<file path="src/tmr_pkg.sv">
/*
 * Shared constants and helper functions for the 8-bit reloading timer,
 * its rate prescaler and its event-input front end.
 * Assumes a single clock domain; callers import the whole package.
 */
package tmr_pkg;

    // ------------------------------------------------------------------
    // counter geometry
    // ------------------------------------------------------------------
    localparam int CNT_W = 8;
    localparam int PRE_W = 8;
    localparam int RATE_W = 3;

    localparam logic [CNT_W-1:0] CNT_RST = 8'h00;
    localparam logic [CNT_W-1:0] RELOAD_RST = 8'h00;
    localparam logic [CNT_W-1:0] CNT_ZERO = 8'h00;

    // overflow boundary masks: 256, 64, 32 and 16 counts
    localparam logic [CNT_W-1:0] MASK_256 = 8'hff;
    localparam logic [CNT_W-1:0] MASK_64 = 8'h3f;
    localparam logic [CNT_W-1:0] MASK_32 = 8'h1f;
    localparam logic [CNT_W-1:0] MASK_16 = 8'h0f;

    // ------------------------------------------------------------------
    // prescaler shifts: slow source divides by 2..256, fast by 1..128
    // ------------------------------------------------------------------
    localparam logic [3:0] SLOW_SHIFT_TOP = 4'h8;
    localparam logic [3:0] FAST_SHIFT_TOP = 4'h7;

    localparam logic [PRE_W-1:0] PRE_RST = 8'h00;
    localparam logic [PRE_W-1:0] PRE_ONE = 8'h01;
    localparam logic [CNT_W-1:0] CNT_ONE = 8'h01;

    // boundary mask chosen by the auto-load and buzzer bits in pwm mode
    function automatic logic [CNT_W-1:0] boundary_mask(
        input logic pwm,
        input logic aload,
        input logic buzz
    );
        logic [CNT_W-1:0] m;
        m = MASK_256;
        if (pwm) begin
            case ({aload, buzz})
                2'b00: m = MASK_256;
                2'b01: m = MASK_64;
                2'b10: m = MASK_32;
                2'b11: m = MASK_16;
                default: m = MASK_256;
            endcase
        end
        return m;
    endfunction

    // low-bit mask of a given width, width 0 gives no bits
    function automatic logic [PRE_W-1:0] low_mask(input logic [3:0] shift);
        logic [PRE_W-1:0] m;
        m = PRE_RST;
        for (int i = 0; i < PRE_W; i++) begin
            if (i < int'(shift)) begin
                m[i] = 1'b1;
            end
        end
        return m;
    endfunction

endpackage

</file>
<file path="src/event_front.sv">
/*
 * Event input front end: two-stage synchroniser and falling-edge pulse.
 * Assumes the event pin is asynchronous to clk_i.
 */
`timescale 1ns/1ps
`default_nettype none

module event_front
    import tmr_pkg::*;
(
    input wire logic clk_i,
    input wire logic rst_b_i,
    input wire logic ce_i,
    input wire logic pin_i,
    output logic fall_o
);

    typedef struct packed {
        logic s1;
        logic s2;
        logic prev;
    } front_t;

    front_t st_ff;
    front_t nxt_st;

    always_comb begin
        nxt_st = st_ff;
        nxt_st.s1 = pin_i;
        nxt_st.s2 = st_ff.s1;
        nxt_st.prev = st_ff.s2;
    end

    // only the second stage and its delayed copy are inspected
    assign fall_o = ce_i & st_ff.prev & ~st_ff.s2;

    always_ff @(posedge clk_i) begin
        if (!rst_b_i) begin
            st_ff <= '{s1: 1'b1, s2: 1'b1, prev: 1'b1};
        end else if (ce_i) begin
            st_ff <= nxt_st;
        end
    end

endmodule

`default_nettype wire

</file>
<file path="src/rate_prescaler.sv">
/*
 * Rate prescaler: produces one-cycle count ticks from the slow cpu
 * strobe or from the fast clock, divided by a power of two.
 * Assumes cpu_tick_i is a one-cycle strobe synchronous to clk_i.
 */
`timescale 1ns/1ps
`default_nettype none

module rate_prescaler
    import tmr_pkg::*;
(
    input wire logic clk_i,
    input wire logic rst_b_i,
    input wire logic ce_i,
    input wire logic run_i,
    input wire logic fast_i,
    input wire logic cpu_tick_i,
    input wire logic [RATE_W-1:0] rate_i,
    output logic tick_o
);

    typedef struct packed {
        logic [PRE_W-1:0] div;
    } pre_t;

    pre_t st_ff;
    pre_t nxt_st;
    logic base;
    logic [3:0] shift;
    logic [PRE_W-1:0] m;

    always_comb begin
        base = fast_i | cpu_tick_i;
        shift = fast_i ? (FAST_SHIFT_TOP - {1'b0, rate_i})
                       : (SLOW_SHIFT_TOP - {1'b0, rate_i});
        m = low_mask(shift);
        tick_o = ce_i & run_i & base & ((st_ff.div & m) == m);
        nxt_st = st_ff;
        if (!run_i) begin
            nxt_st.div = PRE_RST;
        end else if (base) begin
            nxt_st.div = st_ff.div + PRE_ONE;
        end
    end

    always_ff @(posedge clk_i) begin
        if (!rst_b_i) begin
            st_ff <= '{div: PRE_RST};
        end else if (ce_i) begin
            st_ff <= nxt_st;
        end
    end

endmodule

`default_nettype wire

</file>
<file path="src/timer_event_counter_buzzer_pwm.sv">
/*
 * 8-bit reloading timer/counter with event counting, buzzer square wave
 * and four-resolution pwm, sharing one output pin with general I/O.
 * Assumes all control inputs are synchronous to clk_i, that clk_i is the
 * fast oscillator and cpu_tick_i marks each slow cpu clock.
 */
// Notes on behaviour
// event clock select routes counting to falling edges of the event pin
// each event falling edge adds exactly one to the counter
// overflow event raised when the counter wraps from ff to 00
// event pin wake-up suppressed while event counting is selected
// event pin interrupt disabled and its flag held zero while event counting
// buzzer level toggles on every overflow, half the overflow rate
// buzzer enable hands the shared pin to the buzzer; clear restores gpio
// overflow flag still set with outputs active; interrupt when enabled
// software keeps pwm enable low while the buzzer is enabled
// pwm drives the pin only with timer running and pwm enable set
// pwm period starts high, falls when counter equals duty
// overflow ends the pwm period and drives the output high again
// software clears the counter before starting pwm
// a new pwm value takes effect only at the next period
// in pwm, auto-load and buzzer bits pick 256, 64, 32 or 16 counts
// in pwm the overflow interrupt period equals the pwm period
// pwm enable hands the shared pin to pwm; clear restores gpio
// output enable gates the carrier while the counter keeps counting
// software loads counter and reload alike before enabling
// prescale source select ignored while the event clock is selected
// every overflow reloads the counter from the reload value; in pwm mode the code clears it to 00 instead
// reload writes go to a shadow copied in at the next overflow
// internal source: cpu clock /2..256 when 0, fast clock /1..128 when 1
// event input passes a two-stage synchroniser before edge detection
`timescale 1ns/1ps
`default_nettype none

module timer_event_counter_buzzer_pwm
    import tmr_pkg::*;
#(
    parameter int COUNT_WIDTH = CNT_W
)
(
    input wire logic clk_i,
    input wire logic rst_b_i,
    input wire logic ce_i,
    input wire logic cpu_tick_i,
    input wire logic timer_run_enable_i,
    input wire logic event_clock_select_i,
    input wire logic fast_clock_source_select_i,
    input wire logic [RATE_W-1:0] prescale_rate_select_i,
    input wire logic auto_load_select_i,
    input wire logic buzzer_output_enable_i,
    input wire logic pwm_output_enable_i,
    input wire logic overflow_interrupt_enable_i,
    input wire logic count_wr_i,
    input wire logic [CNT_W-1:0] count_wdata_i,
    input wire logic reload_wr_i,
    input wire logic [CNT_W-1:0] reload_wdata_i,
    input wire logic overflow_flag_clear_i,
    input wire logic event_input_pin_i,
    input wire logic event_pin_irq_clear_i,
    input wire logic gpio_out_i,
    input wire logic gpio_oe_i,
    output logic [CNT_W-1:0] timer_count_o,
    output logic overflow_request_flag_o,
    output logic irq_o,
    output logic overflow_pulse_o,
    output logic event_pin_irq_flag_o,
    output logic event_pin_wake_o,
    output logic buzzer_pwm_pin_o,
    output logic buzzer_pwm_pin_oe_o
);

    // ------------------------------------------------------------------
    // elaboration check
    // ------------------------------------------------------------------
    if (COUNT_WIDTH != CNT_W) begin : g_width_check
        $error("timer counter width must be 8");
    end

    // ------------------------------------------------------------------
    // state
    // ------------------------------------------------------------------
    typedef struct packed {
        logic [CNT_W-1:0] cnt;
        logic [CNT_W-1:0] shadow;
        logic [CNT_W-1:0] active;
        logic ovf_flag;
        logic irq;
        logic ovf_pulse;
        logic buzz;
        logic pwm;
        logic pin;
        logic pin_oe;
        logic pin_irq;
        logic wake;
    } timer_state_t;

    timer_state_t st_ff;
    timer_state_t nxt_st;

    localparam timer_state_t STATE_RST = '{
        cnt: CNT_RST,
        shadow: RELOAD_RST,
        active: RELOAD_RST,
        ovf_flag: 1'b0,
        irq: 1'b0,
        ovf_pulse: 1'b0,
        buzz: 1'b0,
        pwm: 1'b1,
        pin: 1'b0,
        pin_oe: 1'b0,
        pin_irq: 1'b0,
        wake: 1'b0
    };

    // ------------------------------------------------------------------
    // count clock sources
    // ------------------------------------------------------------------
    logic event_fall;
    logic pre_tick;
    logic count_tick;
    logic pwm_mode;
    logic [CNT_W-1:0] mask;
    logic ovf;
    logic [CNT_W-1:0] cnt_inc;
    logic [CNT_W-1:0] cnt_next;
    logic [CNT_W-1:0] duty_next;

    event_front u_event_front (
        .clk_i(clk_i),
        .rst_b_i(rst_b_i),
        .ce_i(ce_i),
        .pin_i(event_input_pin_i),
        .fall_o(event_fall)
    );

    // prescaler idles while the event clock is selected
    rate_prescaler u_rate_prescaler (
        .clk_i(clk_i),
        .rst_b_i(rst_b_i),
        .ce_i(ce_i),
        .run_i(timer_run_enable_i & ~event_clock_select_i),
        .fast_i(fast_clock_source_select_i),
        .cpu_tick_i(cpu_tick_i),
        .rate_i(prescale_rate_select_i),
        .tick_o(pre_tick)
    );

    // ------------------------------------------------------------------
    // next-state logic
    // ------------------------------------------------------------------
    always_comb begin
        nxt_st = st_ff;
        pwm_mode = pwm_output_enable_i & ~event_clock_select_i;

        // event edges replace the prescaled tick when selected
        count_tick = timer_run_enable_i &
            (event_clock_select_i ? event_fall : pre_tick);

        // event mode always overflows at the full 256-count boundary (mask ff)
        mask = boundary_mask(pwm_mode, auto_load_select_i,
                             buzzer_output_enable_i);
        ovf = count_tick & ((st_ff.cnt & mask) == mask);
        cnt_inc = st_ff.cnt + CNT_ONE;

        // counter: software write wins over a count in the same cycle
        cnt_next = st_ff.cnt;
        if (ovf) begin
            if (pwm_mode) begin
                cnt_next = CNT_ZERO;
            end else begin
                cnt_next = st_ff.shadow;
            end
        end else if (count_tick) begin
            cnt_next = cnt_inc;
        end
        if (count_wr_i) begin
            cnt_next = count_wdata_i;
        end
        nxt_st.cnt = cnt_next;

        // shadow holds software writes until the next overflow
        if (reload_wr_i) begin
            nxt_st.shadow = reload_wdata_i;
        end
        if (ovf) begin
            nxt_st.active = st_ff.shadow;
        end
        duty_next = ovf ? st_ff.shadow : st_ff.active;

        // overflow flag: a set in the clearing cycle wins
        if (ovf) begin
            nxt_st.ovf_flag = 1'b1;
        end else if (overflow_flag_clear_i) begin
            nxt_st.ovf_flag = 1'b0;
        end
        nxt_st.irq = nxt_st.ovf_flag & overflow_interrupt_enable_i;
        nxt_st.ovf_pulse = ovf;

        // buzzer square wave keeps running even while the pin is gpio
        if (ovf) begin
            nxt_st.buzz = ~st_ff.buzz;
        end

        // pwm level: equality with the duty forces low, overflow restarts high
        if (!timer_run_enable_i || !pwm_mode) begin
            nxt_st.pwm = 1'b1;
        end else if ((cnt_next & mask) == (duty_next & mask)) begin
            nxt_st.pwm = 1'b0;
        end else if (ovf) begin
            nxt_st.pwm = 1'b1;
        end

        // shared pin mux; gpio settings pass through untouched when released
        if (pwm_output_enable_i && timer_run_enable_i) begin
            nxt_st.pin = nxt_st.pwm;
            nxt_st.pin_oe = 1'b1;
        end else if (buzzer_output_enable_i && !pwm_output_enable_i) begin
            nxt_st.pin = nxt_st.buzz;
            nxt_st.pin_oe = 1'b1;
        end else begin
            nxt_st.pin = gpio_out_i;
            nxt_st.pin_oe = gpio_oe_i;
        end

        // event pin as gpio interrupt and wake source, muted when counting
        if (event_clock_select_i) begin
            nxt_st.pin_irq = 1'b0;
            nxt_st.wake = 1'b0;
        end else begin
            if (event_fall) begin
                nxt_st.pin_irq = 1'b1;
            end else if (event_pin_irq_clear_i) begin
                nxt_st.pin_irq = 1'b0;
            end
            nxt_st.wake = event_fall;
        end
    end

    // ------------------------------------------------------------------
    // registers
    // ------------------------------------------------------------------
    always_ff @(posedge clk_i) begin
        if (!rst_b_i) begin
            st_ff <= STATE_RST;
        end else if (ce_i) begin
            st_ff <= nxt_st;
        end
    end

    // ------------------------------------------------------------------
    // outputs, all taken from flip-flops
    // ------------------------------------------------------------------
    assign timer_count_o = st_ff.cnt;
    assign overflow_request_flag_o = st_ff.ovf_flag;
    assign irq_o = st_ff.irq;
    assign overflow_pulse_o = st_ff.ovf_pulse;
    assign event_pin_irq_flag_o = st_ff.pin_irq;
    assign event_pin_wake_o = st_ff.wake;
    assign buzzer_pwm_pin_o = st_ff.pin;
    assign buzzer_pwm_pin_oe_o = st_ff.pin_oe;

endmodule

`default_nettype wire

</file>
<file path="config.mk">
export PLATFORM = sky130hd
export DESIGN_NAME = timer_event_counter_buzzer_pwm
export DESIGN_NICKNAME = d
export VERILOG_FILES = /design/src/tmr_pkg.sv /design/src/event_front.sv /design/src/rate_prescaler.sv /design/src/timer_event_counter_buzzer_pwm.sv
export SDC_FILE = /design/constraint.sdc
export NUM_CORES = 1
export LEC_CHECK = 0
export BUFFER_PORTS_ARGS = -buffer_cell sky130_fd_sc_hd__buf_2
export CORE_ASPECT_RATIO = 0.9
export CORE_MARGIN = 2
export CORE_UTILIZATION = 40
export CTS_BUF_LIST = sky130_fd_sc_hd__clkbuf_2
export DETAILED_ROUTE_END_ITERATION = 7
export GPL_TIMING_DRIVEN = 0
export SYNTH_ARGS = -nofsm -noshare
export SYNTH_HDL_FRONTEND = slang
export SYNTH_SLANG_ARGS = --single-unit
</file>
<file path="constraint.sdc">
create_clock -name clk_i -period 2.75 [get_ports clk_i]
set_input_delay 0.4125 -clock clk_i [delete_from_list [all_inputs] [get_ports clk_i]]
set_output_delay 0.4125 -clock clk_i [all_outputs]
set_load 0.1 [all_outputs]
</file>
# After elaboration in Yosys (flattened, before gate mapping)
# Index checks and enable logic that the tools add are counted.
[classes]
n_addsub = 4
magnitude_cmp = 8
eq_ne = 7
muxes = 30
bitwise = 18
n_reduce_logical = 11
[ops]
columns = ["cell", "count"]
rows = [
  ["8-bit 2-to-1 mux", 8],
  ["8-bit bitwise AND", 4],
  ["8-bit one-hot mux with 4 select lines", 1],
  ["8-bit == test", 3],
  ["1-bit 2-to-1 mux", 17],
  ["8-bit by 1-bit adder with 8-bit output, second input constant", 2],
  ["3-bit by 4-bit less-than comparator with 1-bit output, first input constant", 4],
  ["1-bit bitwise AND", 10],
  ["1-bit by 4-bit less-than comparator with 1-bit output, first input constant", 2],
  ["2-bit by 4-bit less-than comparator with 1-bit output, first input constant", 2],
  ["2-bit 2-to-1 mux", 3],
  ["2-bit AND reduction", 3],
  ["2-bit == test, second input constant", 2],
  ["4-bit 2-to-1 mux", 1],
  ["3-bit by 3-bit subtractor with 4-bit output, first input constant", 1],
  ["4-bit by 3-bit subtractor with 4-bit output, first input constant", 1],
  ["1-bit logical NOT", 3],
  ["1-bit NOT", 3],
  ["3-bit nonzero test", 1],
  ["2-bit by 1-bit == test with 1-bit output, second input constant", 1],
  ["1-bit logical AND", 2],
  ["2-bit logical NOT", 1],
  ["2-bit != test, second input constant", 1],
  ["1-bit logical OR", 1],
  ["1-bit bitwise OR", 1],
]
[word_totals]
reg_bits = 44
input_bits = 37
out_inout_bits = 15
wordCells = 94

# Depth between registers and ports, before layout
# Gate-level depths: netlist (run 1).
[logic_depth]
word_depth = 17
mapped_depth = 14
depth_no_buf = 12

# By module
# From an unflattened synthesis (run 1), not the netlist that was laid out.
[hier_totals]
hier_cells = 359
hier_area_um2 = 2969.1
[modules_own_cells]
columns = ["mod", "instances", "cells_per_inst", "area_per_inst_um2", "seq_area_each_um2"]
rows = [
  ["timer_event_counter_buzzer_pwm", 1, 263, 2182.1, 660.6],
  ["rate_prescaler", 1, 86, 675.6, 160.2],
  ["event_front", 1, 10, 111.4, 60.1],
]

# Least setup slack after synthesis (run 1)
# No wires, ideal clock.
[synth_timing]
path_type = "input -> register"
startpoint = "input prescale_rate_select_i[0]"
endpoint = "register st_ff[4] in the netlist's numbering"
setup_time_ns = 0.137
t_arrival_ns = 2.890
t_required_ns = 2.613
path_slack_ns = -0.278
cell_stages = 13
path_buffers = 2
cell_sequence = "inv_1 ha_1 or2_2 o211a_1 o21a_1 buf_6 nor3_4 buf_4 mux2i_1 xor2_1 a211oi_1 a2111oi_0 o21ai_0"
[synth_between]
elab_chain_cells = 16
elab_cells_between_ends = 35
cone_classes = "add/sub: 2; order compare: 8; eq/ne: 2; mux: 17; bitwise: 6"
[synth_lines]
columns = ["item", "line_no", "rtl"]
rows = [
  ["start: declaration", "timer_event_counter_buzzer_pwm.sv:48", "input wire logic [RATE_W-1:0] prescale_rate_select_i,"],
  ["4-bit by 3-bit subtractor with 4-bit output or 3-bit by 3-bit subtractor with 4-bit output (tied branches)", "rate_prescaler.sv:35, rate_prescaler.sv:34", ""],
  ["4-bit 2-to-1 mux *", "rate_prescaler.sv:34", "shift = fast_i ? (FAST_SHIFT_TOP - {1'b0, rate_i})"],
  ["1-bit by 4-bit less-than comparator with 1-bit output, or another cell as far along", "tmr_pkg.sv:60", "if (i < int'(shift)) begin"],
  ["1-bit 2-to-1 mux", "tmr_pkg.sv:60", ""],
  ["8-bit bitwise AND", "rate_prescaler.sv:37", "tick_o = ce_i & run_i & base & ((st_ff.div & m) == m);"],
  ["8-bit == test *", "rate_prescaler.sv:37", ""],
  ["1-bit bitwise AND *", "rate_prescaler.sv:37", ""],
  ["1-bit 2-to-1 mux *", "timer_event_counter_buzzer_pwm.sv:157", "(event_clock_select_i ? event_fall : pre_tick);"],
  ["1-bit bitwise AND *", "timer_event_counter_buzzer_pwm.sv:156", "count_tick = timer_run_enable_i &"],
  ["8-bit 2-to-1 mux or 1-bit bitwise AND (tied branches)", "timer_event_counter_buzzer_pwm.sv:173, timer_event_counter_buzzer_pwm.sv:162", ""],
  ["8-bit 2-to-1 mux", "timer_event_counter_buzzer_pwm.sv:167", "if (ovf) begin"],
  ["8-bit 2-to-1 mux", "timer_event_counter_buzzer_pwm.sv:176", "if (count_wr_i) begin"],
  ["8-bit bitwise AND", "timer_event_counter_buzzer_pwm.sv:207", "end else if ((cnt_next & mask) == (duty_next & mask)) begin"],
  ["8-bit == test", "timer_event_counter_buzzer_pwm.sv:207", ""],
  ["1-bit 2-to-1 mux *", "timer_event_counter_buzzer_pwm.sv:207", ""],
  ["1-bit 2-to-1 mux *", "timer_event_counter_buzzer_pwm.sv:205", "if (!timer_run_enable_i || !pwm_mode) begin"],
  ["end signal: assignment", "timer_event_counter_buzzer_pwm.sv:246", "st_ff <= nxt_st;"],
  ["end: declaration", "timer_event_counter_buzzer_pwm.sv:97", "timer_state_t st_ff;"],
]
# Every way passes the cells marked *; elsewhere a longest branch is shown, timed or not.
# A chain may end at the register's enable or synchronous reset.

# Worst setup path after layout (run 1)
[layout_timing]
startpoint = "register u_rate_prescaler.st_ff[0] in the netlist's numbering"
endpoint = "register st_ff (netlist bit buzzer_pwm_pin_o)"
[layout_between]
elab_chain_cells = 13
elab_cells_between_ends = 19
cone_classes = "eq/ne: 2; mux: 11; bitwise: 6"
[layout_lines]
columns = ["item", "line_no", "rtl"]
rows = [
  ["start: declaration", "rate_prescaler.sv:26", "pre_t st_ff;"],
  ["start signal: assignment", "rate_prescaler.sv:48", "st_ff <= '{div: PRE_RST};"],
  ["start signal: assignment", "rate_prescaler.sv:50", "st_ff <= nxt_st;"],
  ["8-bit bitwise AND *", "rate_prescaler.sv:37", ""],
  ["8-bit == test *", "rate_prescaler.sv:37", ""],
  ["1-bit bitwise AND *", "rate_prescaler.sv:37", ""],
  ["1-bit 2-to-1 mux *", "timer_event_counter_buzzer_pwm.sv:157", ""],
  ["1-bit bitwise AND *", "timer_event_counter_buzzer_pwm.sv:156", ""],
  ["8-bit 2-to-1 mux or 1-bit bitwise AND (tied branches)", "timer_event_counter_buzzer_pwm.sv:173, timer_event_counter_buzzer_pwm.sv:162", ""],
  ["8-bit 2-to-1 mux", "timer_event_counter_buzzer_pwm.sv:167", ""],
  ["8-bit 2-to-1 mux", "timer_event_counter_buzzer_pwm.sv:176", ""],
  ["8-bit bitwise AND", "timer_event_counter_buzzer_pwm.sv:207", ""],
  ["8-bit == test", "timer_event_counter_buzzer_pwm.sv:207", ""],
  ["1-bit 2-to-1 mux", "timer_event_counter_buzzer_pwm.sv:207", ""],
  ["1-bit 2-to-1 mux", "timer_event_counter_buzzer_pwm.sv:205", ""],
  ["2-bit 2-to-1 mux *", "timer_event_counter_buzzer_pwm.sv:214", "if (pwm_output_enable_i && timer_run_enable_i) begin"],
]
# Marked as above.

==> results of run 1 <==
[path summary, 6_finish.rpt]
check                                                from                       to  slack (ns)
worst max-delay path            u_rate_prescaler.st_ff[0]         buzzer_pwm_pin_o       -0.11
worst min-delay path                    event_input_pin_i  u_event_front.nxt_st[1]        0.19
worst max register to register  u_rate_prescaler.st_ff[0]         buzzer_pwm_pin_o       -0.11
worst min register to register                      irq_o                    irq_o        0.49
[state kept, by name (all words and copies together), names as in the netlist]
register,count
overflow_pulse_o,1
u_event_front.nxt_st,2
irq_o,1
timer_count_o,8
overflow_request_flag_o,1
buzzer_pwm_pin_o,1
event_pin_wake_o,1
buzzer_pwm_pin_oe_o,1
event_pin_irq_flag_o,1
st_ff,18
u_rate_prescaler.st_ff,8
u_event_front.st_ff,1
[logic make-up after synthesis]
| kind of cell | synth area share (%) |
|---|---|
| AO/OA/AOI/OAI | 24.9 |
| XOR/XNOR | 2.79 |
| adder cells (fa/ha/maj) | 1.35 |
| buffers and inverters | 6.88 |
| flip-flops | 31.6 |
| multiplexers | 4.36 |
| AND/OR/NAND/NOR | 28.0 |
[stage by stage]
step	instance area, sq um	hold slack [ns]
after floorplan	2850	0.441
after global placement	3200	0.455
after detailed placement	3200	0.460
after CTS	3410	0.175
after global routing	3440	0.175
final	3440	0.188
[per-layer routing]
metal	vias up	track usage (%)	share of wire, %
li1	1472	-	-
met3	12	4.17	9.6
met1	1354	34.5	47
met5	-	0	0
met2	137	31.3	42
met4	0	6.38	1.6
[critical path: stages, from the launching register on]
cell,delay [ns]
dfxtp_4,0.41
and3_4,0.18
o211ai_1,0.12
or3_4,0.37
o21a_1,0.21
buf_6,0.15
nor3_1,0.26
a31oi_1,0.20
o21a_1,0.22
a211o_1,0.31
nor3_2,0.22
o311ai_1,0.11
[power breakdown]
| part | internal, W | total [W] | switching, W |
|---|---|---|---|
| Clock | 0.000153 | 0.000388 | 0.000235 |
| Sequential | 0.000658 | 0.000682 | 0.0000238 |
| Combinational | 0.000114 | 0.000347 | 0.000234 |
[area by class of cell]
class                           instances  share of cell area [%]
Multi-Input combinational cell        290                    54.0
Sequential cell                        44                    25.8
Timing Repair Buffer                   55                    8.98
Buffer                                 26                    4.40
Tap cell                               90                    3.27
Inverter                               11                    1.56
Clock inverter                          3                    1.24
Clock buffer                            5                   0.727
[cell usage in the layout, fill, tap and decap left out, types with 5 or more instances in the layout]
| cell type | instances |
|---|---|
| a31oi_1 | 7 |
| nor3_1 | 9 |
| buf_2 | 48 |
| inv_1 | 8 |
| dfxtp_1 | 40 |
| a21oi_1 | 35 |
| o21ai_0 | 18 |
| xor2_1 | 5 |
| mux2i_1 | 8 |
| nand2b_1 | 5 |
| nor2_1 | 45 |
| buf_4 | 13 |
| clkbuf_2 | 6 |
| and3_1 | 8 |
| a211oi_1 | 7 |
| nand3_1 | 17 |
| clkbuf_1 | 12 |
| nand2_1 | 38 |
[what timing repair did]
| action | CTS | global route |
|---|---|---|
| gates resized for setup | 19 | 9 |
| gates cloned | 0 | 0 |
| setup endpoints to repair | 2 | 2 |
| pin swaps | 6 | 7 |
| hold buffers | 0 | 0 |
| setup buffers | 6 | 1 |
==> metrics, run 1 <==
vias in the first global route between 2,000 and 3,000; number of synthesized flops with an enable pin 0; RSZ-0062 raised after global routing yes; Hold Crit Depth 3; First-pass DRT Iterations 4; violated checks setup timing; CTS H-tree lvls 2; Final HPWL DP 6.21 mm; Synth top area share 31.6%; sequential cell area 888 sq um; die footprint 7640 sq um; # diodes 0; ANT nets after route 0; Synth area leader dfxtp_1; GRT Resource Usage Total 22.3%; Starting Density 41.8%; most frequent cell after synthesis nor2_1; TritonCTS Sinks 44; num ports 52; ys flop type dfxtp_1; final worst slack -0.108 ns; Clk pin slew, worst setup/hold paths between 0.2 and 0.3 ns; max_slew headroom 39.8%; P per Cell Area around 410 nW/um^2; initial DRC count 175; Cell Count, Final, Fillers Out 524; total power 0.00142 W; Worst Path Required 3.08 ns; Clock Tree Buf Depth 2; GR Overflow Total 0; Core Util, Final 51.7%; first-pass GRT wire length 13.7 mm; share of cells above drive strength 1 between 20% and 30%; critical path type register to register; max-cap viol count 0; clock latency on the worst-skew pair 0.42 ns; Reg2Reg Depth 11; # DRC 0; CTS buffer count 5; CP endpoint kind register; growth of design area from synthesis to finish 23.7%; fin. max-slew vios 0; maximum vdd drop 0.000325 V; Slew @ Worst Pin 0.896 ns; Gate Count Post-Synth around 370; DP Worst Slack -0.700 ns; Worst setup SP type register; Syn Nets 412; Setup violations, final 2; initial antenna violation count 0; Ys Warns 0; Wirelength per Cell 16.5 microns; sequential share of the synthesized area 31.6%; skew final 0.00465 ns; synth unique cells 58; synthesis-stage register bit count 44; IO Port Bufs 48; fill count around 680; worst hold path class primary input to register; final hold violations 0; period utilization 104%; setup TNS -0.187 ns; Async SR Flop Fraction 0%; Root Buffer clkbuf_2; synthesized area per cell 7.48 sq um; Critical Path Fanout Max 10; arrival time of the worst setup path 3.19 ns; DR vias about 3,000; Die Y between 80 and 90 microns; Final Wtd Congestion 0.914; CTS tree yes; leakage 1.34 nW; Placed Cells incl. Taps 510; fmax 350 MHz; routed vias/inst 5.68; wirelength, routed 8.66 mm; Rows 28; status finished, violations left; area occupied by multi-input gates 1860 sq um; largest cells by area after synthesis dfxtp_1, a21oi_1, nor2_1; synth cell count leaders nor2_1, dfxtp_1, nand2_1; Mapped Area 2780 sq um; Min Clock Period, post-route 2.86 ns; largest net degree at the start of global routing 15; Die Wd 91.9 microns; Layout Nets 473; core area 6660 sq um
Note: power is estimated with default switching activity, not from simulation.
==> run 2, diff against run 1 <==
Settings changed: MAX_ROUTING_LAYER from default to met4.
==> metrics, run 2 (synthesis gave the netlist of run 1 again) <==
wirelength, routed 8.93 mm (was 8.66 mm); # DRC 0 (unchanged); Clk pin slew, worst setup/hold paths 0.26 ns (was 0.25 ns); leakage 1.42 nW (was 1.34 nW); Hold Crit Start event_input_pin_i (unchanged); worst hold path class primary input to register (unchanged); clock latency on the worst-skew pair 0.44 ns (was 0.42 ns); Setup violations, final 2 (unchanged); Hold WS 0.186 ns (was 0.188 ns); most common cell after layout, fill and taps aside buf_2 (unchanged); core area 6660 sq um (unchanged); FF-to-FF setup slack -0.12 ns (was -0.11 ns); period utilization 104% (about the same); Die Y 83.1 microns (unchanged); leading cell types in the layout, fill and taps excluded buf_2, nor2_1, dfxtp_1 (unchanged); R2R Path End buzzer_pwm_pin_o (unchanged); initial antenna violation count 0 (unchanged); Top cell by count, worst path buf_6 (was o21a_1); critical path type register to register (unchanged); final worst slack -0.123 ns (was -0.108 ns); largest stage delay on the critical path 0.43 ns (was 0.41 ns); Layout Nets 481 (was 473); skew final 0.0253 ns (was 0.00465 ns); R2R Path Start u_rate_prescaler.st_ff[0] (unchanged); die footprint 7640 sq um (unchanged); num ports 52 (unchanged); Slew @ Worst Pin 0.935 ns (was 0.896 ns); growth of design area from synthesis to finish 30.1% (was 23.7%); Clock Tree Buf Depth 2 (unchanged); share of cells above drive strength 1 29.4% (was 24.7%); Rows 28 (unchanged); Root Buffer clkbuf_2 (unchanged); # diodes 0 (unchanged); initial DRC count 207 (was 175); largest net degree at the start of global routing 15 (unchanged); Final Wtd Congestion 0.929 (was 0.914); fmax 348 MHz (was 350 MHz); GRT Resource Usage Total 23.9% (was 22.3%); vias in the first global route 2,681 (was 2,641); arrival time of the worst setup path 3.23 ns (was 3.19 ns); maximum vdd drop 0.000310 V (was 0.000325 V); CTS buffer count 5 (unchanged); TritonCTS Sinks 44 (unchanged); hold buffers post-CTS 0 (unchanged); Most flops, register st_ff (unchanged); max_slew headroom 37.1% (was 39.8%); CTS H-tree lvls 2 (unchanged); IO Port Bufs 48 (unchanged); ANT nets after route 0 (unchanged); First-pass DRT Iterations 5 (was 4); CTS tree yes (unchanged); Worst Path Required 3.10 ns (was 3.08 ns); Final HPWL DP 6.21 mm (about the same); Hold Crit Depth 3 (unchanged); P per Cell Area 399 nW/um^2 (was 412 nW/um^2); crit path max-delay cell type or3_4 (was dfxtp_4); Starting Density 41.8% (unchanged); violated checks setup timing (unchanged); status finished, violations left (unchanged); Reg2Reg Depth 13 (was 11); Largest register FFs 18 (unchanged); Cell Count, Final, Fillers Out 532 (was 524); routed vias/inst 5.65 (was 5.68); first-pass GRT wire length 14.1 mm (was 13.7 mm); CP endpoint kind register (unchanged); fill count 666 (was 684); max-cap viol count 0 (unchanged); fin. max-slew vios 0 (unchanged); DR vias 3,008 (was 2,975); Min Clock Period, post-route 2.87 ns (was 2.86 ns); Die Wd 91.9 microns (unchanged); Critical Path Fanout Max 6 (was 10); RSZ-0062 raised after global routing yes (unchanged); Worst setup SP type register (unchanged); Worst Hold Endpoint u_event_front.nxt_st[1] (unchanged); final hold violations 0 (unchanged); Wirelength per Cell 16.8 microns (was 16.5 microns); Placed Cells incl. Taps 510 (unchanged); GR Overflow Total 0 (unchanged); crit-path cells and3_4 -> o211ai_1 -> or3_4 -> o21a_1 -> buf_6 -> nor3_4 -> buf_4 -> buf_6 -> a21oi_2 -> xnor2_1 -> a211o_1 -> nor3_2 -> o311ai_1 (was and3_4 -> o211ai_1 -> or3_4 -> o21a_1 -> buf_6 -> nor3_1 -> a31oi_1 -> o21a_1 -> a211o_1 -> nor3_2 -> o311ai_1)
run 2: where the power goes:
part / leakage [nW] / total, W / switching, W / internal (W)
clock: 0.0406 / 0.000390 / 0.000237 / 0.000153
combinational: 1.02 / 0.000372 / 0.000244 / 0.000128
sequential: 0.360 / 0.000683 / 0.0000253 / 0.000658
run 2: cell type report:
cell class | instances | area, sq um | share of cell area [%]
sequential | 44 | 888 | 24.5
clock buffer | 5 | 25.0 | 0.691
buffer | 26 | 151 | 4.18
inverter | 11 | 53.8 | 1.49
multi-input combinational | 290 | 1980 | 54.7
timing repair buffer | 63 | 368 | 10.2
clock inverter | 3 | 42.5 | 1.17
tap | 90 | 113 | 3.11
run 2: stage by stage:
step	instance area, sq um	total power, W	TNS [ns]	util (%)	setup slack, ns
2_1_floorplan	2850	0.000928	-0.159	-	-0.149
3_3_place_gp	3200	0.00102	-1.37	48.1	-0.674
3_5_place_dp	3200	0.00102	-1.46	48.1	-0.726
4_1_cts	3520	0.00144	-0.0648	52.9	-0.0515
5_1_grt	3620	0.00150	-0.516	54.4	-0.261
6_report	3620	0.00144	-0.218	54.4	-0.123
run 2: how the worst max path moves through the flow:
stage,cells after the start,startpoint,end,slack (ns)
2_1_floorplan,14,prescale_rate_select_i[1],st_ff[4],-0.15
3_3_place_gp,13,event_clock_select_i,st_ff[4],-0.67
3_5_place_dp,13,event_clock_select_i,st_ff[4],-0.73
4_1_cts,12,u_rate_prescaler.st_ff[0],st_ff[4],-0.05
5_1_grt,12,u_rate_prescaler.st_ff[0],st_ff[4],-0.26
6_report,13,u_rate_prescaler.st_ff[0],buzzer_pwm_pin_o,-0.12
run 2: worst max-delay path, delay by kind of cell (launching register included):
family | cells | cell delay [ns]
buf+inv | 3 | 0.42
xor+xnor | 1 | 0.13
compound gates | 5 | 0.81
flops | 1 | 0.41
simple gates | 4 | 1.01
run 2: timing repair:
item	in CTS	in global routing
gates resized for setup	35	17
pin swaps	14	6
setup buffers	12	3
endpoints found under the setup margin	2	2
gates cloned	0	0
run 2: per-layer routing:
layer	wire, microns	vias to the layer above	track usage [%]	part of all wire (%)
met4	129	0	4.61	1.4
met3	624	11	4.17	7.0
li1	-	1481	-	-
met2	3850	120	34.8	43
met5	0	-	-	0
met1	4330	1396	34.8	48
